`src/shared/ccs_defs.vh`:
```
// How it works
// - OPC command sets event bit 0 once all pending operations finish.
// - Event bit 0 enabled and service enable bit 5 raise the summary bit.
// - OPC after initiate stays clear until the engine is idle again.
// - OPC query queues ASCII 1 only after pending operations finish.
// - Queued reply sets message-available bit 4; enabled, it raises summary.
// - OPC query after initiate withholds its reply until engine is idle.
// - OPC query counts as unfinished until its reply sits in the queue.
// - Option query reports each slot's module code, or NONE when empty.
// - Four setup stores, index 0 to 3, for save and recall of settings.
// - A failed recall reloads that store with preset defaults.
// - Reset restores defaults, drops pending commands, cancels OPC responses.
// - Bus trigger acts only while the bus is the arm source.
// - Self-test checksums program memory, queues 0 on pass, 1 on fail.
// - Wait-to-continue holds later commands until overlapped operations end.
// - Only initiate, continuous on and bus trigger are overlapped.
// - Initiate is complete only once the engine is idle again.
// - After trigger, wait holds until the sequencer pointer has settled.
// - Message-available clears whenever the output queue becomes empty.
`ifndef CCS_DEFS_VH
`define CCS_DEFS_VH

`define CCS_AW          8
`define CCS_DW          32
`define CCS_A_CMD       8'h00
`define CCS_A_ESR       8'h04
`define CCS_A_ESE       8'h08
`define CCS_A_SRE       8'h0c
`define CCS_A_STB       8'h10
`define CCS_A_OQ        8'h14
`define CCS_A_SET       8'h18
`define CCS_A_STAT      8'h1c

`define CCS_C_OPC       4'h1
`define CCS_C_OPCQ      4'h2
`define CCS_C_OPT       4'h3
`define CCS_C_SAV       4'h4
`define CCS_C_RCL       4'h5
`define CCS_C_RST       4'h6
`define CCS_C_TRG       4'h7
`define CCS_C_TST       4'h8
`define CCS_C_WAI       4'h9
`define CCS_C_INIT      4'ha
`define CCS_C_CONT_ON   4'hb
`define CCS_C_CONT_OFF  4'hc

`define CCS_CMD_W       6
`define CCS_FIFO_AW     3
`define CCS_OQ_AW       2
`define CCS_SET_W       16
`define CCS_SET_ARMBUS  0
`define CCS_SET_PRESET  16'h0000
`define CCS_OQ_W        16
`define CCS_ASCII_0     16'h0030
`define CCS_ASCII_1     16'h0031
`define CCS_NONE_CODE   16'h0000
`define CCS_ROM_N       4'h8
`define CCS_ROM_SUM     8'h5a
`define CCS_STB_MAV     4
`define CCS_STB_ESB     5
`define CCS_STB_MSS     6

`endif

```
`src/rtl/ccs_cmd_fifo.v`:
```
`timescale 1ns/10ps
`default_nettype none
`include "ccs_defs.vh"

module ccs_cmd_fifo
(
    input  wire                    clk_in,
    input  wire                    rst_in,
    input  wire                    flush_in,
    input  wire                    push_in,
    input  wire [`CCS_CMD_W-1:0]   push_data_in,
    input  wire                    pop_in,
    output wire [`CCS_CMD_W-1:0]   pop_data_out,
    output wire                    empty_out,
    output wire                    full_out
);
    reg [`CCS_CMD_W-1:0]   mem_q [0:(1<<`CCS_FIFO_AW)-1];
    reg [`CCS_FIFO_AW:0]   wr_q;
    reg [`CCS_FIFO_AW:0]   rd_q;

    assign empty_out    = (wr_q == rd_q);
    assign full_out     = (wr_q[`CCS_FIFO_AW-1:0] == rd_q[`CCS_FIFO_AW-1:0])
                          && (wr_q[`CCS_FIFO_AW] != rd_q[`CCS_FIFO_AW]);
    assign pop_data_out = mem_q[rd_q[`CCS_FIFO_AW-1:0]];

    always @(posedge clk_in)
    begin
        if (rst_in || flush_in)
        begin
            wr_q <= {(`CCS_FIFO_AW+1){1'b0}};
            rd_q <= {(`CCS_FIFO_AW+1){1'b0}};
        end
        else
        begin
            if (push_in && !full_out)
            begin
                mem_q[wr_q[`CCS_FIFO_AW-1:0]] <= push_data_in;
                wr_q <= wr_q + 1'b1;
            end
            if (pop_in && !empty_out)
                rd_q <= rd_q + 1'b1;
        end
    end
endmodule
`default_nettype wire

```
`src/rtl/ccs_top.v`:
```
`timescale 1ns/10ps
`default_nettype none
`include "ccs_defs.vh"

module ccs_top
(
    input  wire                    clk_in,
    input  wire                    rst_in,
    input  wire [`CCS_AW-1:0]      addr_in,
    input  wire [`CCS_DW-1:0]      wdata_in,
    input  wire                    wr_in,
    input  wire                    rd_in,
    output reg  [`CCS_DW-1:0]      rdata_out,
    input  wire                    meas_idle_in,
    input  wire                    trig_settled_in,
    input  wire [`CCS_OQ_W-1:0]    slot1_code_in,
    input  wire [`CCS_OQ_W-1:0]    slot2_code_in,
    output reg                     init_out,
    output reg                     cont_on_out,
    output reg                     bus_trig_out,
    output reg                     abort_out,
    output reg  [`CCS_SET_W-1:0]   settings_out,
    output reg                     srq_out
);
    localparam [2:0] S_IDLE = 3'h0;
    localparam [2:0] S_WAI  = 3'h1;
    localparam [2:0] S_OPCQ = 3'h2;
    localparam [2:0] S_TST  = 3'h3;
    localparam [2:0] S_OPT  = 3'h4;

    // Program memory image for the checksum
    function [7:0] rom_byte;
        input [2:0] idx;
        begin
            case (idx)
                3'h0: rom_byte = 8'h12;
                3'h1: rom_byte = 8'h34;
                3'h2: rom_byte = 8'h56;
                3'h3: rom_byte = 8'h78;
                3'h4: rom_byte = 8'h9a;
                3'h5: rom_byte = 8'hbc;
                3'h6: rom_byte = 8'hde;
                default: rom_byte = 8'h12;
            endcase
        end
    endfunction

    // Even parity guard stored beside each saved setup
    function parity;
        input [`CCS_SET_W-1:0] v;
        begin
            parity = ^v;
        end
    endfunction

    reg  [2:0]               state_q;
    reg  [3:0]               step_q;
    reg  [7:0]               sum_q;
    reg                      opc_pend_q;
    reg                      init_busy_q;
    reg                      left_idle_q;
    reg                      trg_busy_q;
    reg                      esr_opc_q;
    reg  [7:0]               ese_q;
    reg  [7:0]               sre_q;
    reg  [`CCS_SET_W:0]      setup_q [0:3];
    reg  [`CCS_OQ_W-1:0]     oq_q [0:(1<<`CCS_OQ_AW)-1];
    reg  [`CCS_OQ_AW:0]      oq_wr_q;
    reg  [`CCS_OQ_AW:0]      oq_rd_q;

    wire [`CCS_CMD_W-1:0]    fifo_dout;
    wire                     fifo_empty;
    wire                     fifo_full;
    wire [3:0]               cur_code = fifo_dout[3:0];
    wire [1:0]               cur_arg  = fifo_dout[5:4];
    wire                     cmd_wr   = wr_in && (addr_in == `CCS_A_CMD);
    wire                     rst_cmd  = cmd_wr && (wdata_in[3:0] == `CCS_C_RST);
    wire                     ovl_busy = init_busy_q | trg_busy_q;
    wire                     pop_cmd  = (state_q == S_IDLE) && !fifo_empty && !rst_cmd;
    wire                     oq_empty = (oq_wr_q == oq_rd_q);
    wire                     oq_full  = (oq_wr_q[`CCS_OQ_AW-1:0] == oq_rd_q[`CCS_OQ_AW-1:0])
                                        && (oq_wr_q[`CCS_OQ_AW] != oq_rd_q[`CCS_OQ_AW]);
    wire                     oq_pop   = rd_in && (addr_in == `CCS_A_OQ) && !oq_empty;
    wire                     esb      = esr_opc_q & ese_q[0];
    wire [7:0]               stb_low  = {2'b00, esb, !oq_empty, 4'h0};
    wire                     mss      = |(stb_low & sre_q & 8'hbf);
    wire [`CCS_SET_W:0]      preset_w = {parity(`CCS_SET_PRESET), `CCS_SET_PRESET};

    reg                      oq_push;
    reg  [`CCS_OQ_W-1:0]     oq_data;

    always @*
    begin
        oq_push = 1'b0;
        oq_data = `CCS_ASCII_1;
        if (!oq_full && !rst_cmd)
        begin
            case (state_q)
                S_OPCQ:
                begin
                    oq_push = !ovl_busy;
                    oq_data = `CCS_ASCII_1;
                end
                S_TST:
                begin
                    oq_push = (step_q == `CCS_ROM_N);
                    oq_data = (sum_q == `CCS_ROM_SUM) ? `CCS_ASCII_0 : `CCS_ASCII_1;
                end
                S_OPT:
                begin
                    oq_push = 1'b1;
                    if (step_q == 4'h0)
                        oq_data = slot1_code_in;
                    else
                        oq_data = slot2_code_in;
                end
                default:
                begin
                    oq_push = 1'b0;
                    oq_data = `CCS_ASCII_1;
                end
            endcase
        end
    end

    ccs_cmd_fifo u_fifo
    (
        .clk_in       (clk_in),
        .rst_in       (rst_in),
        .flush_in     (rst_cmd),
        .push_in      (cmd_wr && !rst_cmd),
        .push_data_in (wdata_in[`CCS_CMD_W-1:0]),
        .pop_in       (pop_cmd),
        .pop_data_out (fifo_dout),
        .empty_out    (fifo_empty),
        .full_out     (fifo_full)
    );

    // Output queue; a read pops one reply
    always @(posedge clk_in)
    begin
        if (rst_in)
        begin
            oq_wr_q <= {(`CCS_OQ_AW+1){1'b0}};
            oq_rd_q <= {(`CCS_OQ_AW+1){1'b0}};
        end
        else
        begin
            if (oq_push)
            begin
                oq_q[oq_wr_q[`CCS_OQ_AW-1:0]] <= oq_data;
                oq_wr_q <= oq_wr_q + 1'b1;
            end
            if (oq_pop)
                oq_rd_q <= oq_rd_q + 1'b1;
        end
    end

    // Command executor
    always @(posedge clk_in)
    begin
        if (rst_in)
        begin
            state_q      <= S_IDLE;
            step_q       <= 4'h0;
            sum_q        <= 8'h00;
            opc_pend_q   <= 1'b0;
            init_busy_q  <= 1'b0;
            left_idle_q  <= 1'b0;
            trg_busy_q   <= 1'b0;
            esr_opc_q    <= 1'b0;
            ese_q        <= 8'h00;
            sre_q        <= 8'h00;
            settings_out <= `CCS_SET_PRESET;
            init_out     <= 1'b0;
            cont_on_out  <= 1'b0;
            bus_trig_out <= 1'b0;
            abort_out    <= 1'b0;
            srq_out      <= 1'b0;
            rdata_out    <= {`CCS_DW{1'b0}};
            setup_q[0]   <= {parity(`CCS_SET_PRESET), `CCS_SET_PRESET};
            setup_q[1]   <= {parity(`CCS_SET_PRESET), `CCS_SET_PRESET};
            setup_q[2]   <= {parity(`CCS_SET_PRESET), `CCS_SET_PRESET};
            setup_q[3]   <= {parity(`CCS_SET_PRESET), `CCS_SET_PRESET};
        end
        else
        begin
            init_out     <= 1'b0;
            bus_trig_out <= 1'b0;
            abort_out    <= 1'b0;
            srq_out      <= mss;

            // Overlapped completion tracking
            if (init_busy_q && !meas_idle_in)
                left_idle_q <= 1'b1;
            if (init_busy_q && left_idle_q && meas_idle_in && !cont_on_out)
                init_busy_q <= 1'b0;
            if (trg_busy_q && trig_settled_in)
                trg_busy_q <= 1'b0;

            // Set wins over the clear from software
            if (wr_in && addr_in == `CCS_A_ESR && wdata_in[0])
                esr_opc_q <= 1'b0;
            if (opc_pend_q && !ovl_busy)
            begin
                esr_opc_q  <= 1'b1;
                opc_pend_q <= 1'b0;
            end
            if (wr_in && addr_in == `CCS_A_ESE)
                ese_q <= wdata_in[7:0];
            if (wr_in && addr_in == `CCS_A_SRE)
                sre_q <= wdata_in[7:0];
            if (wr_in && addr_in == `CCS_A_SET)
                settings_out <= wdata_in[`CCS_SET_W-1:0];

            case (state_q)
                S_IDLE:
                begin
                    if (pop_cmd)
                    begin
                        case (cur_code)
                            `CCS_C_OPC:  opc_pend_q <= 1'b1;
                            `CCS_C_OPCQ: state_q <= S_OPCQ;
                            `CCS_C_WAI:  state_q <= S_WAI;
                            `CCS_C_SAV:
                                setup_q[cur_arg] <= {parity(settings_out), settings_out};
                            `CCS_C_RCL:
                            begin
                                if (parity(setup_q[cur_arg][`CCS_SET_W-1:0])
                                    == setup_q[cur_arg][`CCS_SET_W])
                                    settings_out <= setup_q[cur_arg][`CCS_SET_W-1:0];
                                else
                                begin
                                    setup_q[cur_arg] <= preset_w;
                                    settings_out     <= `CCS_SET_PRESET;
                                end
                            end
                            `CCS_C_TRG:
                            begin
                                if (settings_out[`CCS_SET_ARMBUS])
                                begin
                                    bus_trig_out <= 1'b1;
                                    trg_busy_q   <= 1'b1;
                                end
                            end
                            `CCS_C_INIT:
                            begin
                                init_out    <= 1'b1;
                                init_busy_q <= 1'b1;
                                left_idle_q <= 1'b0;
                            end
                            `CCS_C_CONT_ON:
                            begin
                                init_out    <= 1'b1;
                                cont_on_out <= 1'b1;
                                init_busy_q <= 1'b1;
                                left_idle_q <= 1'b0;
                            end
                            `CCS_C_CONT_OFF: cont_on_out <= 1'b0;
                            `CCS_C_TST:
                            begin
                                state_q <= S_TST;
                                step_q  <= 4'h0;
                                sum_q   <= 8'h00;
                            end
                            `CCS_C_OPT:
                            begin
                                state_q <= S_OPT;
                                step_q  <= 4'h0;
                            end
                            default: state_q <= S_IDLE;
                        endcase
                    end
                end
                S_WAI:
                    if (!ovl_busy)
                        state_q <= S_IDLE;
                S_OPCQ:
                    if (oq_push)
                        state_q <= S_IDLE;
                S_TST:
                begin
                    if (step_q != `CCS_ROM_N)
                    begin
                        sum_q  <= sum_q + rom_byte(step_q[2:0]);
                        step_q <= step_q + 4'h1;
                    end
                    else if (oq_push)
                        state_q <= S_IDLE;
                end
                S_OPT:
                begin
                    if (oq_push)
                    begin
                        step_q <= step_q + 4'h1;
                        if (step_q != 4'h0)
                            state_q <= S_IDLE;
                    end
                end
                default: state_q <= S_IDLE;
            endcase

            // Reset acts at once so a stuck wait cannot block it
            if (rst_cmd)
            begin
                state_q      <= S_IDLE;
                opc_pend_q   <= 1'b0;
                init_busy_q  <= 1'b0;
                trg_busy_q   <= 1'b0;
                cont_on_out  <= 1'b0;
                abort_out    <= 1'b1;
                settings_out <= `CCS_SET_PRESET;
            end

            // Register read port
            rdata_out <= {`CCS_DW{1'b0}};
            if (rd_in)
            begin
                case (addr_in)
                    `CCS_A_ESR:  rdata_out <= {31'h0, esr_opc_q};
                    `CCS_A_ESE:  rdata_out <= {24'h0, ese_q};
                    `CCS_A_SRE:  rdata_out <= {24'h0, sre_q};
                    `CCS_A_STB:  rdata_out <= {24'h0, stb_low | {1'b0, mss, 6'h0}};
                    `CCS_A_OQ:
                        if (!oq_empty)
                            rdata_out <= {15'h0, 1'b1, oq_q[oq_rd_q[`CCS_OQ_AW-1:0]]};
                    `CCS_A_SET:  rdata_out <= {16'h0, settings_out};
                    `CCS_A_STAT:
                        rdata_out <= {24'h0, fifo_full, fifo_empty, trg_busy_q,
                                      init_busy_q, opc_pend_q, state_q};
                    default:     rdata_out <= {`CCS_DW{1'b0}};
                endcase
            end
        end
    end
endmodule
`default_nettype wire

```
`config.mk`:
```
export PLATFORM = sky130hd
export DESIGN_NAME = ccs_top
export DESIGN_NICKNAME = d
export VERILOG_FILES = /design/src/rtl/ccs_cmd_fifo.v /design/src/rtl/ccs_top.v
export VERILOG_INCLUDE_DIRS = /design/src /design/src/shared
export SDC_FILE = /design/constraint.sdc
export NUM_CORES = 1
export LEC_CHECK = 0
export ABC_AREA = 1
export BUFFER_PORTS_ARGS = -buffer_cell sky130_fd_sc_hd__buf_4
export CORE_AREA = 8 8 173 240
export CTS_BUF_LIST = sky130_fd_sc_hd__clkbuf_2 sky130_fd_sc_hd__clkbuf_4 sky130_fd_sc_hd__clkbuf_8
export DETAILED_ROUTE_END_ITERATION = 6
export DIE_AREA = 0 0 181 248
export GPL_TIMING_DRIVEN = 0
export PLACE_DENSITY = 0.49
export SLEW_MARGIN = 30
export SYNTH_ARGS = -nofsm -noshare
export SYNTH_HDL_FRONTEND = slang
export SYNTH_SLANG_ARGS = --single-unit
```
`constraint.sdc`:
```
create_clock -name clk_in -period 5.6 [get_ports clk_in]
set_input_delay 0.28 -clock clk_in [delete_from_list [all_inputs] [get_ports clk_in]]
set_output_delay 0.28 -clock clk_in [all_outputs]
set_load 0.01 [all_outputs]
```
Word-level counts from Yosys, hierarchy flattened. Memories as Yosys holds them, arrays and structs flattened. A register that Yosys moved wholly into a read port is not among the register bits. Cells that the tools add are included.

Input bits: 78. Output and inout bits: 53. Memories: 3. RAM bits: 180. Latch bits: 0. Bits in registers: 103. Logic and storage cells: 226. ROM bits: 0.

Memory list: setup_q (words 4, width 17, rd ports 1, clocked after Yosys merged registers in 0, write ports 4, RTL line ccs_top.v:66) `` reg [`CCS_SET_W:0] setup_q [0:3]; ``; oq_q (words 4, width 16, rd ports 1, clocked after Yosys merged registers in 1, write ports 1, RTL line ccs_top.v:67) `` reg [`CCS_OQ_W-1:0] oq_q [0:(1<<`CCS_OQ_AW)-1]; ``; u_fifo.mem_q (words 8, width 6, rd ports 1, clocked after Yosys merged registers in 1, write ports 1, RTL line ccs_cmd_fifo.v:17) `` reg [`CCS_CMD_W-1:0] mem_q [0:(1<<`CCS_FIFO_AW)-1]; ``.

Eq/ne operators: 48. Bitwise operators: 9. Multiply operators: 0. $lt $le $gt $ge: 0. Shift-type cells: 0. Reductions and logical operators: 55. Add/sub/neg operators: 6. Divide/modulo/power cells: 0. Multiplexer cells: 84.

Operators by type and width (number): 17-bit one-hot mux with 7 select lines (1); 16-bit two-way mux (7); 17-bit two-way mux (3); 8-bit two-way mux (6); 8-bit one-hot mux with 6 select lines (1); 1-bit two-way mux (44); 8-bit by 5-bit == test with 1-bit output, second input constant (4); 16-bit one-hot mux with 2 select lines (1); 16-bit XOR reduction (2); 3-bit one-hot mux with 5 select lines (2); 4-bit == test, second input constant (6); 3-bit two-way mux (8); 1-bit logical AND (23); 17-bit OR reduction (1); 4-bit by 3-bit == test with 1-bit output, second input constant (4); 8-bit by 4-bit == test with 1-bit output, second input constant (2); 4-bit two-way mux (4); 8-bit one-hot mux with 2 select lines (1); 2-bit != test, second input constant (7); 7-bit OR reduction (2); 4-bit by 1-bit adder with 4-bit output, second input constant (3); 3-bit by 2-bit == test with 1-bit output, second input constant (4); 3-bit == test, second input constant (4); 4-bit one-hot mux with 3 select lines (1); other kinds (37) (61).

Longest topological paths before layout.
Word-level depth: 12. Depth in mapped cells: 26. Mapped depth without buffers: 23.

By module. A second synthesis with hierarchy kept.

Cells, all modules: 1588. Area total of the unflattened synthesis: 13489.2 µm².

Modules (own cells, without submodules): ccs_top (times used 1, area an instance 10965.5 µm², cells each 1336, seq. area each 5585.4 µm²); ccs_cmd_fifo (times used 1, area an instance 2523.7 µm², cells each 252, seq. area each 1661.6 µm²).

Worst setup path before layout. Ideal clock, no wire load.

Kind: register to register. From: reg (tool-made name). To: mem setup_q[2][0] (netlist name) (enable). Required time: 5.226 ns. Buffers on the path: 3. Library setup time: 0.374 ns. Setup slack: 2.726 ns. Cell stages (with the launch flop): 23. Data arrival time: 2.500 ns. Period minus slack after synthesis: 2.874 ns. Cell sequence: dfxtp_1 buf_6 buf_4 nand2_1 nand3_2 nand3_4 nand2_4 buf_4 nand2_1 nand3_1 o21ai_1 nand2_1 nand2_1 nand2_1 nand2_1 nand2_1 nand2_1 inv_1 nand2_2 nand3_1 nand2_1 nand3_1 nand2_1.

RTL lines (RTL line): to (decl) (ccs_top.v:66).

==> results.py <==
metrics = {
    "floorplan": {
        "initial_core_util_pct": 35.2,
        "core_area_mm2": 0.0381,
        "die_y_um": 248,
        "die_w_um": 181,
        "dieArea_mm2": 0.0449,
        "rows": 85,
        "ioPinCount": 131,
    },
    "yosys": {
        "ys_seq_area_share_pct": 54.1,
        "netlist_instances": 1541,
        "synthArstFlopShare_pct": 0,
        "ys_ff_latch": 272,
        "synth_top_flop_cell": "edfxtp_1",
        "synth_cell_types": 52,
        "synth-edff-count": 180,
        "syn_area_mm2": 0.0134,
        "syn_avg_cell_area_um2": 8.69,
        "ys_warn_count": 0,
    },
    "drt": {
        "viasPerCell": 4.97,
        "routed_wirelength_mm": 41.4,
        "drc": 0,
        "ant_nets": 0,
        "vias": 11000,
        "drt_first_iter_violations": 764,
        "firstDrtPassIters": 5,
        "wl_per_cell_um": 18.6,
    },
    "sta": {
        "relSlewSlack_pct": 47.1,
        "finalWorstSetupSlack_ns": 1.69,
        "clock_skew_ns": 0.0306,
        "setup-violations-final": 0,
        "fin_setup_tns_ns": 0,
        "drv_slew": 0,
        "max_freq_mhz": 255,
        "tightestPinTransition_ns": 0.791,
        "rsz0062_at_grt": "false",
        "hold_violations": 0,
        "fin_crit_sh_pct": 69.9,
        "layout_min_cycle_time_ns": 3.91,
    },
    "clocking": {
        "cts-buffers-inserted": 43,
        "post-cts-setup-buffers": 0,
        "cts_sinks": 272,
        "cts_buffer_depth": 3,
        "cts-root-buf": "clkbuf_8",
        "cts.htree.levels": 2,
        "cts_resized": 0,
        "cts_tree": "yes",
        "clk_latency_ns": 0.58,
        "path_clk_slew_ns": 0.06,
    },
    "global_route": {
        "grt-ovfl-total": 0,
        "grt_pass1_wl_mm": 63.3,
        "track_usage_pct": 18.2,
        "met2_usage_pct": 32.6,
        "met1_usage_pct": 21.0,
        "use_met3_pct": 2.78,
        "grt_pass1_vias": 11100,
        "grt_antenna_before_repair": 1,
        "gr-max-usage-layer": "met2",
        "grt_max_degree": 18,
    },
    "cells_and_area": {
        "fin_nets": 1805,
        "final_cell_mix": "nand2_1 (352), inv_1 (186), edfxtp_1 (180)",
        "seq_area_mm2": 0.00725,
        "area_delta_synth_final_pct": 18.4,
        "multi_input_area_mm2": 0.00504,
        "drive_above_1_share_pct": 14.5,
        "layout_commonest_cell": "nand2_1",
        "n_fill_cell": 3900,
    },
    "critical_path": {
        "setup.worst_path.class": "reg2reg",
        "cp.required_ns": 5.79,
        "crit_arrival_ns": 4.11,
        "cp-start-kind": "register",
        "endpoint_kind": "register",
        "critical_path_peak_fanout": 17,
    },
    "power": {
        "peakVddDrop_v": 0.000161,
        "power_density_mw_per_mm2": 299,
        "power.leakage_nw": 6.74,
        "finalPower_mw": 4.74,
    },
    "place": {
        "place_congestion": 0.866,
        "place_ws_ns": 1.69,
        "numPortBuffers": 99,
        "post-dp-hpwl_mm": 30.7,
    },
    "hold_path": {
        "worstHoldPathType": "in2reg",
    },
    "job": {
        "max_cap_violations": 0,
    },
    "run_status": {
        "outcome": "finished clean",
    },
}
==> worst max-delay path, cell delays in order, from the launching register on <==
cell	delay, ns
dfxtp_1	0.32
buf_6	0.13
inv_4	0.07
nand2_1	0.05
nand3_1	0.06
nand2_1	0.06
nand2_1	0.07
nand2_2	0.19
inv_2	0.22
clkbuf_1	0.53
nand2_1	0.11
nand2_1	0.13
nand2_1	0.06
nand2_1	0.08
nand2_1	0.05
nand2_1	0.05
nand2_1	0.04
nand2_1	0.09
inv_1	0.05
nand2_2	0.10
nand3_1	0.11
nand2_1	0.17
nand3_1	0.13
nand2_1	0.62
==> synth_stat cells, drive strengths merged, types with 2 or more instances <==
cell type,count,area (µm²)
edfxtp,180,5410
nor2,124,473
a2111oi,3,26.3
clkbuf,28,105
nor3,22,115
dfxtp,92,1840
nand3,90,495
nor4,7,43.8
nand4,54,338
nor3b,2,15.0
buf,55,348
a21oi,96,480
o22ai,23,144
nand3b,21,158
nand2,356,1360
ha,16,200
or2,6,37.5
inv,197,742
a31oi,3,18.8
xnor2,14,123
clkinv,2,7.51
xor2,12,105
a221oi,10,87.6
a211oi,8,60.1
a41oi,2,17.5
o211ai,6,45.0
o21ai,99,495
==> routing by layer <==
metal  part of all wire [%]  vias to the layer above
li1                       -                     5516
met1                     41                     5175
met2                     50                      277
met3                    4.1                       81
met4                    4.3                        0
met5                      0                        -
==> logic make-up (layout without fill, tap and decap cells) <==
kind of cell               count (synthesis)  in the layout  synth area share [%]
xor gates and xnor gates                  26             26                  1.70
AOI/OAI and AO/OA                        258            258                  10.8
and+or+nand+nor                          685            685                  22.8
adders and majority gates                 17             17                  1.64
buffers and inverters                    282            472                  8.98
DFF                                      272            272                  54.1
other                                      1             16                0.0280
==> through the flow <==
step | hold WS (ns) | utilization (%) | cells | cell area (µm²)
after floorplan | 0.379 | - | 1555 | 13400
after global placement | 0.460 | 38.8 | 2132 | 14800
after global routing | 0.0317 | 41.7 | 2224 | 15900
final | 0.0494 | 41.7 | 2224 | 15900
after detailed placement | 0.465 | 39.0 | 2133 | 14800
after CTS | 0.00773 | 41.6 | 2223 | 15900
==> final cells by class <==
class	count	area share, %
clock buffers	62	4.99
inverters	199	4.72
repair buffers	110	5.39
multi-input cells	1001	31.8
plain buffers	83	2.86
diodes	1	0.0158
well taps	478	3.77
flip-flops and latches	272	45.7
clock inverters	18	0.789
==> state kept, by name, summed over array words and instances, names as in the netlist, 7 cells and up, named ones only <==
register	flops
ese_q	8
oq_q	64
rdata_out	17
settings_out	16
setup_q	68
sre_q	8
sum_q	7
u_fifo.mem_q	48
==> power breakdown <==
part / leakage, nW / internal [mW] / switching [mW]
Sequential: 2.46 / 2.21 / 0.0298
Combinational: 3.80 / 0.216 / 0.494
Clock: 0.486 / 0.964 / 0.825
==> worst paths after layout <==
kind | startpoint | to | slack (ns) | cells after the start
worst max-delay path | register | setup_q[2][7]$_SDFFCE_PN0P_ | 1.69 | 23
worst min-delay path | meas_idle_in | left_idle_q$_SDFF_PP0_ | 0.05 | 4
worst max register to register | register | setup_q[2][7]$_SDFFCE_PN0P_ | 1.69 | 23
worst min register to register | step_q[3]$_SDFFE_PP0P_ | step_q[3]$_SDFFE_PP0P_ | 0.48 | 2
==> timing repair <==
item / in CTS / in global routing
hold buffers: 10 / 0
endpoints found under the setup margin: 0 / 0
endpoints found under the hold margin: 55 / 0
(Power assumes the default switching activity.)
